`src/sleep_ctrl_regs.svh`:
```
/*
 * Register offsets, field positions, reset values and timing counts of the
 * end-device sleep controller.
 * Assumes a 125 MHz hclk and a 32-bit AHB-Lite register port.
 */
`ifndef SLEEP_CTRL_REGS_SVH
`define SLEEP_CTRL_REGS_SVH

// Clock and time base
`define CLK_HZ              125000000
`define MS_TIME             1
`define MS_CYCLES           (`CLK_HZ / 1000 * `MS_TIME)
`define POLL_INTERVAL_MS    7'h64
`define FIRST_POLL_STD_MS   3'h2
`define FIRST_POLL_HP_MS    3'h6
`define SLEEP_UNIT_MS       4'ha

// Register byte offsets
`define OFF_CTRL            8'h00
`define OFF_PERIOD          8'h04
`define OFF_MULT            8'h08
`define OFF_OPTS            8'h0c
`define OFF_STAY            8'h10
`define OFF_STATUS          8'h14
`define OFF_CMD             8'h18

// Field positions
`define CTRL_FC_BIT         4
`define CTRL_HP_BIT         5
`define OPT_FULL_STAY_BIT   1
`define OPT_EXTENDED_BIT    2
`define CMD_SLEEP_NOW_BIT   0

// Mode encodings
`define MODE_PIN            3'h1
`define MODE_CYC            3'h4
`define MODE_CYC_PIN        3'h5

// Ranges and reset values
`define PERIOD_MIN          12'h020
`define PERIOD_MAX          12'haf0
`define MULT_MIN            16'h0001
`define MODE_RST            3'h0
`define PERIOD_RST          12'h020
`define MULT_RST            16'h0001
`define OPTS_RST            8'h00
`define STAY_RST            16'h1388

`endif

```
`src/sleep_ctrl_pkg.sv`:
```
/*
 * Types of the end-device sleep controller.
 * Assumes nothing beyond a SystemVerilog compiler.
 */
package sleep_ctrl_pkg;
    typedef enum logic [2:0] {S_AWAKE, S_DRAIN, S_SLEEP, S_WAKE, S_POLL} state_e;
endpackage

```
`src/ms_tick_gen.sv`:
```
/*
 * Millisecond tick divider: one-cycle enable pulse every CYCLES clocks.
 * Assumes one free-running clock.
 */
`timescale 1ns/10ps
`default_nettype none
module ms_tick_gen #(
    parameter int CYCLES = 125000
) (
    // Clock and reset
    input  wire logic hclk,
    input  wire logic hresetn,
    // Tick
    output logic      tick
);
    localparam int W = $clog2(CYCLES);
    logic [W-1:0] cnt_q;

    always_ff @(posedge hclk or negedge hresetn)
    begin
        if (!hresetn)
        begin
            cnt_q <= '0;
            tick  <= 1'b0;
        end
        else
        begin
            tick <= (cnt_q == W'(CYCLES - 1));
            if (cnt_q == W'(CYCLES - 1))
                cnt_q <= '0;
            else
                cnt_q <= cnt_q + 1'b1;
        end
    end
endmodule
`default_nettype wire

```
`src/end_device_sleep_controller.sv`:
```
/*
 * Sleep and wake sequencer of a radio end device: pin sleep, short and
 * extended cyclic sleep, parent polling, stay-awake timer, awake and CTS pins.
 * Assumes an AHB-Lite master with one slave, a radio stack that answers polls
 * and reports join and data activity, and all inputs synchronous to hclk.
 */
`timescale 1ns/10ps
`default_nettype none
`include "sleep_ctrl_regs.svh"

// Function
// - Mode value 1 selects pin-controlled sleep.
// - On sleep request, finish transmit or receive before sleeping.
// - While not joined, sleep waits for the join attempt to finish.
// - Host drives request low to wake; device wakes on low level.
// - First poll after pin wake within 1-2 ms, or 6 ms high-power.
// - Awake and joined, poll parent every 100 ms.
// - Modes 4 and 5 are cyclic; 5 also wakes on request falling edge.
// - Each cyclic wake polls; stay on pending or serial data, else sleep.
// - Awake indicator high when awake, low when asleep.
// - With flow control on, CTS low when awake, high when asleep.
// - In cyclic sleep, data starts and restarts the stay-awake timer.
// - Cyclic awake ends on timer expiry or sleep-immediately command.
// - Sleep period accepts 0x20 to 0xAF0, 10 ms per count.
// - Period multiplier accepts 1 to 0xFFFF.
// - Option 0x02 forces full stay time; 0x04 enables extended sleep.
// - Short cyclic sleep lasts one period, then polls the parent.
// - Poll with pending data starts stay timer, polling every 100 ms.
// - Multiplier 1 raises indicator each wake; larger only on data or count.
// - Radio data during silent wake raises the indicator at once.
// - Extended sleep lasts period count times multiplier, 10 ms units.
// - While asleep, serial and radio data are ignored.
module end_device_sleep_controller #(
    parameter int MS_CYCLES = `MS_CYCLES
) (
    // Clock and reset
    input  wire logic        hclk,
    input  wire logic        hresetn,
    // AHB-Lite slave
    input  wire logic        hsel,
    input  wire logic [31:0] haddr,
    input  wire logic [1:0]  htrans,
    input  wire logic        hwrite,
    input  wire logic [2:0]  hsize,
    input  wire logic [31:0] hwdata,
    input  wire logic        hready,
    output logic             hreadyout,
    output logic             hresp,
    output logic [31:0]      hrdata,
    // Host pins
    input  wire logic        sleep_request_in,
    output logic             awake_out,
    output logic             cts_n_out,
    // Radio stack
    input  wire logic        joined,
    input  wire logic        join_busy,
    input  wire logic        txrx_busy,
    input  wire logic        poll_ack,
    input  wire logic        poll_data_pending,
    input  wire logic        rf_data_rx,
    input  wire logic        serial_rx,
    output logic             poll_req,
    output logic             low_power
);
    sleep_ctrl_pkg::state_e state_q;
    logic [2:0]  sleep_mode_select_q;
    logic        flow_control_config_q;
    logic        high_power_q;
    logic [11:0] sleep_period_count_q;
    logic [15:0] sleep_period_multiplier_q;
    logic [7:0]  opts_q;
    logic [15:0] stay_awake_time_q;
    logic        dp_wr_q;
    logic [7:0]  dp_addr_q;
    logic [31:0] rdata_q;
    logic [31:0] rd_mux;
    logic        ms_tick;
    logic        req_prev_q;
    logic [3:0]  unit_q;
    logic [11:0] per_left_q;
    logic [15:0] rep_left_q;
    logic [15:0] stay_left_q;
    logic        stay_run_q;
    logic [6:0]  poll_ms_q;
    logic [2:0]  dly_q;
    logic [15:0] wake_cnt_q;
    logic        silent_q;

    assign hreadyout = 1'b1;
    assign hresp     = 1'b0;
    assign hrdata    = rdata_q;

    ms_tick_gen #(.CYCLES(MS_CYCLES)) u_ms (
        .hclk    (hclk),
        .hresetn (hresetn),
        .tick    (ms_tick)
    );

    // Decoded conditions
    wire addr_ok   = hsel && htrans[1] && hready && (hsize == 3'h2);
    wire pin_mode  = (sleep_mode_select_q == `MODE_PIN);
    wire cyc_mode  = (sleep_mode_select_q == `MODE_CYC) || (sleep_mode_select_q == `MODE_CYC_PIN);
    wire extended  = opts_q[`OPT_EXTENDED_BIT];
    wire full_stay = opts_q[`OPT_FULL_STAY_BIT];
    wire asleep    = (state_q == sleep_ctrl_pkg::S_SLEEP);
    wire rf_in     = rf_data_rx && !asleep;
    wire data_in   = (rf_data_rx || serial_rx) && !asleep;
    wire cmd_sleep = dp_wr_q && (dp_addr_q == `OFF_CMD) && hwdata[`CMD_SLEEP_NOW_BIT];
    wire stay_exp  = stay_run_q && (stay_left_q == 16'h0000);
    wire can_sleep = !txrx_busy && !join_busy;
    wire unit_tick = ms_tick && (unit_q == `SLEEP_UNIT_MS - 4'h1);
    wire sleep_done = unit_tick && (per_left_q == 12'h001) && (rep_left_q == 16'h0001);
    wire pin_fall  = req_prev_q && !sleep_request_in;
    wire wake_go   = pin_mode ? !sleep_request_in
                   : cyc_mode ? (sleep_done || ((sleep_mode_select_q == `MODE_CYC_PIN) && pin_fall))
                   : 1'b1;
    wire dly_done  = ms_tick && (dly_q <= 3'h1);
    wire stay_cond = poll_data_pending || full_stay || stay_run_q;
    wire poll_stay = (state_q == sleep_ctrl_pkg::S_POLL) && poll_ack && stay_cond;
    wire enter_sleep = ((state_q == sleep_ctrl_pkg::S_DRAIN) && can_sleep && sleep_mode_select_q != `MODE_RST)
                     || ((state_q == sleep_ctrl_pkg::S_POLL) && poll_ack && !stay_cond);
    wire leave_sleep = asleep && wake_go;
    wire loud_wake = extended || (sleep_period_multiplier_q == `MULT_MIN)
                   || (wake_cnt_q >= sleep_period_multiplier_q - `MULT_MIN);
    wire awake_poll = joined && ms_tick && (poll_ms_q == `POLL_INTERVAL_MS - 7'h01)
                    && ((state_q == sleep_ctrl_pkg::S_AWAKE) || (state_q == sleep_ctrl_pkg::S_DRAIN));

    // Bus address phase; read data is answered one cycle later
    always_comb
    begin
        rd_mux = 32'h0000_0000;
        case (haddr[7:0])
            `OFF_CTRL:   rd_mux = {26'h0, high_power_q, flow_control_config_q, 1'b0, sleep_mode_select_q};
            `OFF_PERIOD: rd_mux = {20'h0_0000, sleep_period_count_q};
            `OFF_MULT:   rd_mux = {16'h0000, sleep_period_multiplier_q};
            `OFF_OPTS:   rd_mux = {24'h00_0000, opts_q};
            `OFF_STAY:   rd_mux = {16'h0000, stay_awake_time_q};
            `OFF_STATUS: rd_mux = {24'h00_0000, low_power, joined, silent_q, awake_out, stay_run_q, state_q};
            default:     rd_mux = 32'h0000_0000;
        endcase
    end

    always_ff @(posedge hclk or negedge hresetn)
    begin
        if (!hresetn)
        begin
            dp_wr_q   <= 1'b0;
            dp_addr_q <= 8'h00;
            rdata_q   <= 32'h0000_0000;
        end
        else
        begin
            dp_wr_q <= addr_ok && hwrite;
            if (addr_ok)
                dp_addr_q <= haddr[7:0];
            rdata_q <= (addr_ok && !hwrite) ? rd_mux : 32'h0000_0000;
        end
    end

    // Configuration registers, written in the data phase; out-of-range values clamp
    always_ff @(posedge hclk or negedge hresetn)
    begin
        if (!hresetn)
        begin
            sleep_mode_select_q       <= `MODE_RST;
            flow_control_config_q     <= 1'b0;
            high_power_q              <= 1'b0;
            sleep_period_count_q      <= `PERIOD_RST;
            sleep_period_multiplier_q <= `MULT_RST;
            opts_q                    <= `OPTS_RST;
            stay_awake_time_q         <= `STAY_RST;
        end
        else if (dp_wr_q)
        begin
            case (dp_addr_q)
                `OFF_CTRL:
                begin
                    sleep_mode_select_q   <= hwdata[2:0];
                    flow_control_config_q <= hwdata[`CTRL_FC_BIT];
                    high_power_q          <= hwdata[`CTRL_HP_BIT];
                end
                `OFF_PERIOD:
                begin
                    if (hwdata < {20'h0_0000, `PERIOD_MIN})
                        sleep_period_count_q <= `PERIOD_MIN;
                    else if (hwdata > {20'h0_0000, `PERIOD_MAX})
                        sleep_period_count_q <= `PERIOD_MAX;
                    else
                        sleep_period_count_q <= hwdata[11:0];
                end
                `OFF_MULT:
                    sleep_period_multiplier_q <= (hwdata[15:0] == 16'h0000) ? `MULT_MIN : hwdata[15:0];
                `OFF_OPTS:   opts_q <= hwdata[7:0];
                `OFF_STAY:   stay_awake_time_q <= hwdata[15:0];
                default:     ;
            endcase
        end
    end

    // Sequencer
    always_ff @(posedge hclk or negedge hresetn)
    begin
        if (!hresetn)
            state_q <= sleep_ctrl_pkg::S_AWAKE;
        else
        begin
            case (state_q)
                sleep_ctrl_pkg::S_AWAKE:
                    if ((pin_mode && sleep_request_in)
                        || (cyc_mode && (cmd_sleep || stay_exp || !stay_run_q)))
                        state_q <= sleep_ctrl_pkg::S_DRAIN;
                sleep_ctrl_pkg::S_DRAIN:
                    if (sleep_mode_select_q == `MODE_RST || (pin_mode && !sleep_request_in))
                        state_q <= sleep_ctrl_pkg::S_AWAKE;
                    else if (enter_sleep)
                        state_q <= sleep_ctrl_pkg::S_SLEEP;
                sleep_ctrl_pkg::S_SLEEP:
                    if (wake_go)
                        state_q <= sleep_ctrl_pkg::S_WAKE;
                sleep_ctrl_pkg::S_WAKE:
                    if (dly_done)
                        state_q <= (cyc_mode && joined) ? sleep_ctrl_pkg::S_POLL : sleep_ctrl_pkg::S_AWAKE;
                sleep_ctrl_pkg::S_POLL:
                    if (!cyc_mode || poll_stay)
                        state_q <= sleep_ctrl_pkg::S_AWAKE;
                    else if (enter_sleep)
                        state_q <= sleep_ctrl_pkg::S_SLEEP;
                default: state_q <= sleep_ctrl_pkg::S_AWAKE;
            endcase
        end
    end

    // Sleep length: 10 ms units, one period or period times multiplier
    always_ff @(posedge hclk or negedge hresetn)
    begin
        if (!hresetn)
        begin
            unit_q     <= 4'h0;
            per_left_q <= `PERIOD_RST;
            rep_left_q <= `MULT_RST;
            req_prev_q <= 1'b0;
        end
        else
        begin
            req_prev_q <= sleep_request_in;
            if (enter_sleep)
            begin
                unit_q     <= 4'h0;
                per_left_q <= sleep_period_count_q;
                rep_left_q <= extended ? sleep_period_multiplier_q : `MULT_MIN;
            end
            else if (asleep && ms_tick)
            begin
                unit_q <= unit_tick ? 4'h0 : unit_q + 4'h1;
                if (unit_tick && per_left_q == 12'h001)
                begin
                    per_left_q <= sleep_period_count_q;
                    if (rep_left_q != 16'h0001)
                        rep_left_q <= rep_left_q - 16'h0001;
                end
                else if (unit_tick)
                    per_left_q <= per_left_q - 12'h001;
            end
        end
    end

    // Stay-awake timer in ms; data and pending polls reload it
    always_ff @(posedge hclk or negedge hresetn)
    begin
        if (!hresetn)
        begin
            stay_left_q <= 16'h0000;
            stay_run_q  <= 1'b0;
        end
        else if (asleep || !cyc_mode)
        begin
            stay_left_q <= 16'h0000;
            stay_run_q  <= 1'b0;
        end
        else if (data_in || poll_stay || (poll_ack && poll_data_pending))
        begin
            stay_left_q <= stay_awake_time_q;
            stay_run_q  <= 1'b1;
        end
        else if (ms_tick && stay_run_q && stay_left_q != 16'h0000)
            stay_left_q <= stay_left_q - 16'h0001;
    end

    // Poll scheduling: first poll after wake, then every interval
    always_ff @(posedge hclk or negedge hresetn)
    begin
        if (!hresetn)
        begin
            poll_ms_q <= 7'h00;
            dly_q     <= 3'h0;
            poll_req  <= 1'b0;
        end
        else
        begin
            poll_req <= awake_poll || ((state_q == sleep_ctrl_pkg::S_WAKE) && dly_done && joined);
            if (leave_sleep)
                dly_q <= high_power_q ? `FIRST_POLL_HP_MS : `FIRST_POLL_STD_MS;
            else if (ms_tick && dly_q != 3'h0)
                dly_q <= dly_q - 3'h1;
            if (state_q != sleep_ctrl_pkg::S_AWAKE && state_q != sleep_ctrl_pkg::S_DRAIN)
                poll_ms_q <= 7'h00;
            else if (ms_tick && joined)
                poll_ms_q <= awake_poll ? 7'h00 : poll_ms_q + 7'h01;
        end
    end

    // Silent wakes keep the indicator low until radio data or the wake count says otherwise
    always_ff @(posedge hclk or negedge hresetn)
    begin
        if (!hresetn)
        begin
            wake_cnt_q <= 16'h0000;
            silent_q   <= 1'b0;
        end
        else if (leave_sleep && cyc_mode)
        begin
            silent_q   <= !loud_wake;
            wake_cnt_q <= loud_wake ? 16'h0000 : wake_cnt_q + 16'h0001;
        end
        else if (rf_in || !cyc_mode)
        begin
            silent_q   <= 1'b0;
            wake_cnt_q <= 16'h0000;
        end
    end

    // Host-facing pins
    always_ff @(posedge hclk or negedge hresetn)
    begin
        if (!hresetn)
        begin
            awake_out <= 1'b0;
            cts_n_out <= 1'b1;
            low_power <= 1'b0;
        end
        else
        begin
            awake_out <= !asleep && !(silent_q && !rf_in);
            cts_n_out <= flow_control_config_q ? asleep : 1'b0;
            low_power <= asleep;
        end
    end
endmodule
`default_nettype wire

```
`config.mk`:
```
export PLATFORM = sky130hd
export DESIGN_NAME = end_device_sleep_controller
export DESIGN_NICKNAME = d
export VERILOG_FILES = /design/src/sleep_ctrl_pkg.sv /design/src/ms_tick_gen.sv /design/src/end_device_sleep_controller.sv
export VERILOG_INCLUDE_DIRS = /design/src
export SDC_FILE = /design/constraint.sdc
export NUM_CORES = 1
export LEC_CHECK = 0
export BUFFER_PORTS_ARGS = -buffer_cell sky130_fd_sc_hd__buf_2
export CAP_MARGIN = 20
export CORE_AREA = 2 2 165 167
export CTS_CLUSTER_DIAMETER = 30
export DETAILED_ROUTE_END_ITERATION = 8
export DIE_AREA = 0 0 167 169
export GPL_ROUTABILITY_DRIVEN = 0
export MAX_ROUTING_LAYER = met4
export PLACE_DENSITY_LB_ADDON = 0.15
export SETUP_SLACK_MARGIN = 0.1
export SYNTH_ARGS = -nofsm -noshare
export SYNTH_HDL_FRONTEND = slang
export SYNTH_HIERARCHICAL = 1
export SYNTH_SLANG_ARGS = --single-unit
```
`constraint.sdc`:
```
create_clock -name hclk -period 4.95 [get_ports hclk]
set_input_delay 0.2475 -clock hclk [delete_from_list [all_inputs] [get_ports hclk]]
set_output_delay 0.2475 -clock hclk [all_outputs]
set_load 0.01 [all_outputs]
```
==> run metrics <==
Synth Flop Type dfrtp_1; main combinational cell family by area after synthesis simple AND/OR/NAND/NOR gates; initial drt markers 479; switching pwr 860 uW; worst r2r src sleep_period_multiplier_q[6]$_DFFE_PN0P_; core area 26500 sq um; RSZ-0062 raised after global routing false; Util after Layout 0.430; Min-Delay Path Class in -> reg; CTS max path bufs 2; TritonRoute pass-1 iters 7; total chip power 3.18 mW; XOR/XNOR share of the synthesized area 0.0473; clock network fraction of design power 0.411; critical path class reg -> reg; row count 60; I/O Buffers 76; Pint 2.32 mW; worst-case reg-to-reg path depth 13; TritonCTS clock tree yes; FILL cells 2610; multiplexer share of the synthesized area 0.0775; simple-gate area share of the yosys netlist 0.205; vias in the first global route 7728; drt drc 0; Clock Skew 0.0140 ns; total congestion overflow 0; fraction of layout cells with a size suffix above 1 0.186; H-tree Lvls 4; VDD IR max 0.200 mV; fmax 249 MHz; PD cells 279 nW/um^2; Worst Hold Depth 3; worst hold start hwrite; fraction of registers with async set/reset 1.00; Die Span Y 169 microns; worst-margin pin slew 0.986 ns; nets@finish 1199; number of flops mapped to enable cells by yosys 0; crit start category flip-flop; Final Hold Vio Count 0; Post-CTS Setup Bufs 0; Tcrit/Tclk final 0.810; post-route setup TNS 0 ns; Clk pin slew, worst setup/hold paths 0.07 ns; reg2reg end wake_cnt_q[15]$_DFFE_PN0P_; CP max FO 14; most frequent cell after synthesis dfrtp_1; Skew-Pair Late Insertion Delay 0.44 ns; worst reg2reg setup slack 0.94 ns; per-cell routed wire length 19.2 microns; arrival time worst endpoint 4.39 ns; mapped cell area 10200 sq um; Cells after Synth 1024; Post-synth top cells 174 x dfrtp_1, 106 x nor2_1, 80 x nand2_1, 49 x o21ai_0, 42 x a21oi_1; initial antenna violation count 2; status complete, no violations; number of top-level pins 120; Seq pwr share 0.508; synth top area cells dfrtp_1 43%, mux2_2 4.5%, nor2_1 3.9%; Synth Area in Compound Gates 0.136; Yosys warning total 6; die area 28200 sq um; clk sink count 184; gr usage total 0.205; max_cap viols 0; total CTS buffers 17; Worst Setup End Kind flip-flop; Tmin final 4.01 ns; sw frac 0.270; Distinct cells, synth 82; Mean Syn Cell Area 9.95 sq um; Synth Register Bits 184; P&R area growth vs syn 11.8%; Vias/cell 5.50; post-route ant nets 0; WL final 27700 microns; fin. max-slew vios 0; first-pass GRT wire length 44100 microns; P_leak 4.90 nW; Synth Area in Adders 0.0381; Hold-fix buffers, CTS 2; Worst Hold End dp_wr_q$_DFF_PN0_; post-synthesis sequential area ratio 0.453; combinational power share 0.081; final setup vio count 0; via count 7931; Final HPWL DP 20000 microns; placed cells 1406; Synth area leader dfrtp_1; Initial Util 0.385; post-cts resize count 0; Critical Path RT 5.33 ns; Finished Layout Cells 1442; Die X 167 microns; Root Driver clkbuf_16; largest net degree at the start of global routing 85; Slew HR 0.343; Synth top area share 0.427
-- layout make-up --
class                      instances  area [sq um]  share of cell area
antenna                            2          5.00            0.000439
clock buffer                      20           437              0.0383
clock inverter                    12           109             0.00955
inverter                          29           109             0.00955
multi-input combinational        767          5210               0.458
sequential                       184          4620               0.405
tap                              341           427              0.0374
timing repair buffer              87           477              0.0418
-- flip-flops by register name, indices dropped and copies added (netlist names), 3 cells and up --
signal                     flops
dp_addr_q                      8
opts_q                         8
stay_awake_time_q             16
stay_left_q                   16
poll_ms_q                      7
sleep_period_multiplier_q     16
state_q                        3
wake_cnt_q                    16
per_left_q                    12
hrdata                        16
rep_left_q                    16
sleep_period_count_q          12
u_ms/cnt_q                    17
unit_q                         4
sleep_mode_select_q            3
dly_q                          3
-- metrics by stage --
step / hold WS [ns] / cell area [sq um] / worst slack, ns
2_1_floorplan: -0.0481 / 10300 / 1.33
6_report: 0.0391 / 11400 / 0.941
3_5_place_dp: 0.346 / 10800 / 0.951
4_1_cts: 0.0233 / 11400 / 0.902
5_1_grt: 0.0408 / 11400 / 0.579
3_3_place_gp: 0.350 / 10800 / 0.984
-- metal layers --
metal  global-route usage  share of wire  wire length (microns)  up-vias
met3               0.0290          0.036                    993       23
met4               0.0525          0.010                    285        0
met5                    -              0                      0        -
met2                0.319           0.47                  13000      155
met1                0.284           0.48                  13400     3917
li1                     -              -                      -     3836
-- kinds of logic (layout without fill, tap and decap cells) --
group / after synthesis / count (layout)
other cells: 2 / 20
fa+ha+maj: 31 / 31
compound gates: 206 / 206
simple gates: 390 / 390
buf+inv: 89 / 148
flops: 184 / 184
xor+xnor: 55 / 55
mux: 67 / 67
-- power by group through the flow --
stage               logic (mW)  clock network, mW  registers [mW]
finish                   0.258               1.31            1.61
global route             0.289               1.40            1.62
CTS                      0.262               1.34            1.61
detailed placement       0.259                  0            1.64
global placement         0.257                  0            1.64
floorplan                0.170                  0            1.62
-- placed cells by master, fill, tap and decap left out, types with 5 or more instances in the layout --
cell type / count
inv_1: 28
xor2_1: 20
mux2_2: 41
mux2i_1: 17
a22o_1: 9
clkbuf_16: 17
o21ai_0: 49
nand4_1: 15
conb_1: 18
dfstp_2: 10
mux2_4: 6
o211ai_1: 8
buf_2: 75
nand3_1: 31
a211oi_1: 25
inv_6: 5
a21oi_1: 41
or4_1: 5
buf_4: 9
xnor2_1: 35
nand2_1: 80
a22oi_1: 9
ha_1: 31
a21o_1: 12
nand2b_1: 8
nor3b_1: 8
or3_1: 14
dfrtp_1: 174
nor2_1: 106
nor4_1: 30
nor2b_1: 5
nor3_1: 37
-- critical path, cell delays in order, from the launching register on --
cell	delay, ns
dfrtp_1	0.48
or4_1	0.58
nor3_1	0.27
nand2_1	0.14
or3_1	0.37
nor3_1	0.18
xnor2_1	0.15
ha_1	0.27
o21ai_0	0.14
nor2_1	0.06
a21oi_1	0.17
nand4_1	0.55
nor4_1	0.42
a211o_1	0.14
-- worst max path at each step --
stage | from | endpoint | slack, ns | cells past startpoint
after floorplan | sleep_period_multiplier_q[7]$_DFFE_PN0P_ | wake_cnt_q[1]$_DFFE_PN0P_ | 1.33 | 12
after detailed placement | sleep_period_multiplier_q[6]$_DFFE_PN0P_ | wake_cnt_q[15]$_DFFE_PN0P_ | 0.95 | 13
final | sleep_period_multiplier_q[6]$_DFFE_PN0P_ | wake_cnt_q[15]$_DFFE_PN0P_ | 0.94 | 13
after global routing | sleep_period_multiplier_q[6]$_DFFE_PN0P_ | wake_cnt_q[15]$_DFFE_PN0P_ | 0.58 | 13
after global placement | sleep_period_multiplier_q[6]$_DFFE_PN0P_ | wake_cnt_q[15]$_DFFE_PN0P_ | 0.98 | 13
after CTS | sleep_period_multiplier_q[6]$_DFFE_PN0P_ | wake_cnt_q[15]$_DFFE_PN0P_ | 0.90 | 13
Note: power is estimated with default switching activity, not from simulation.
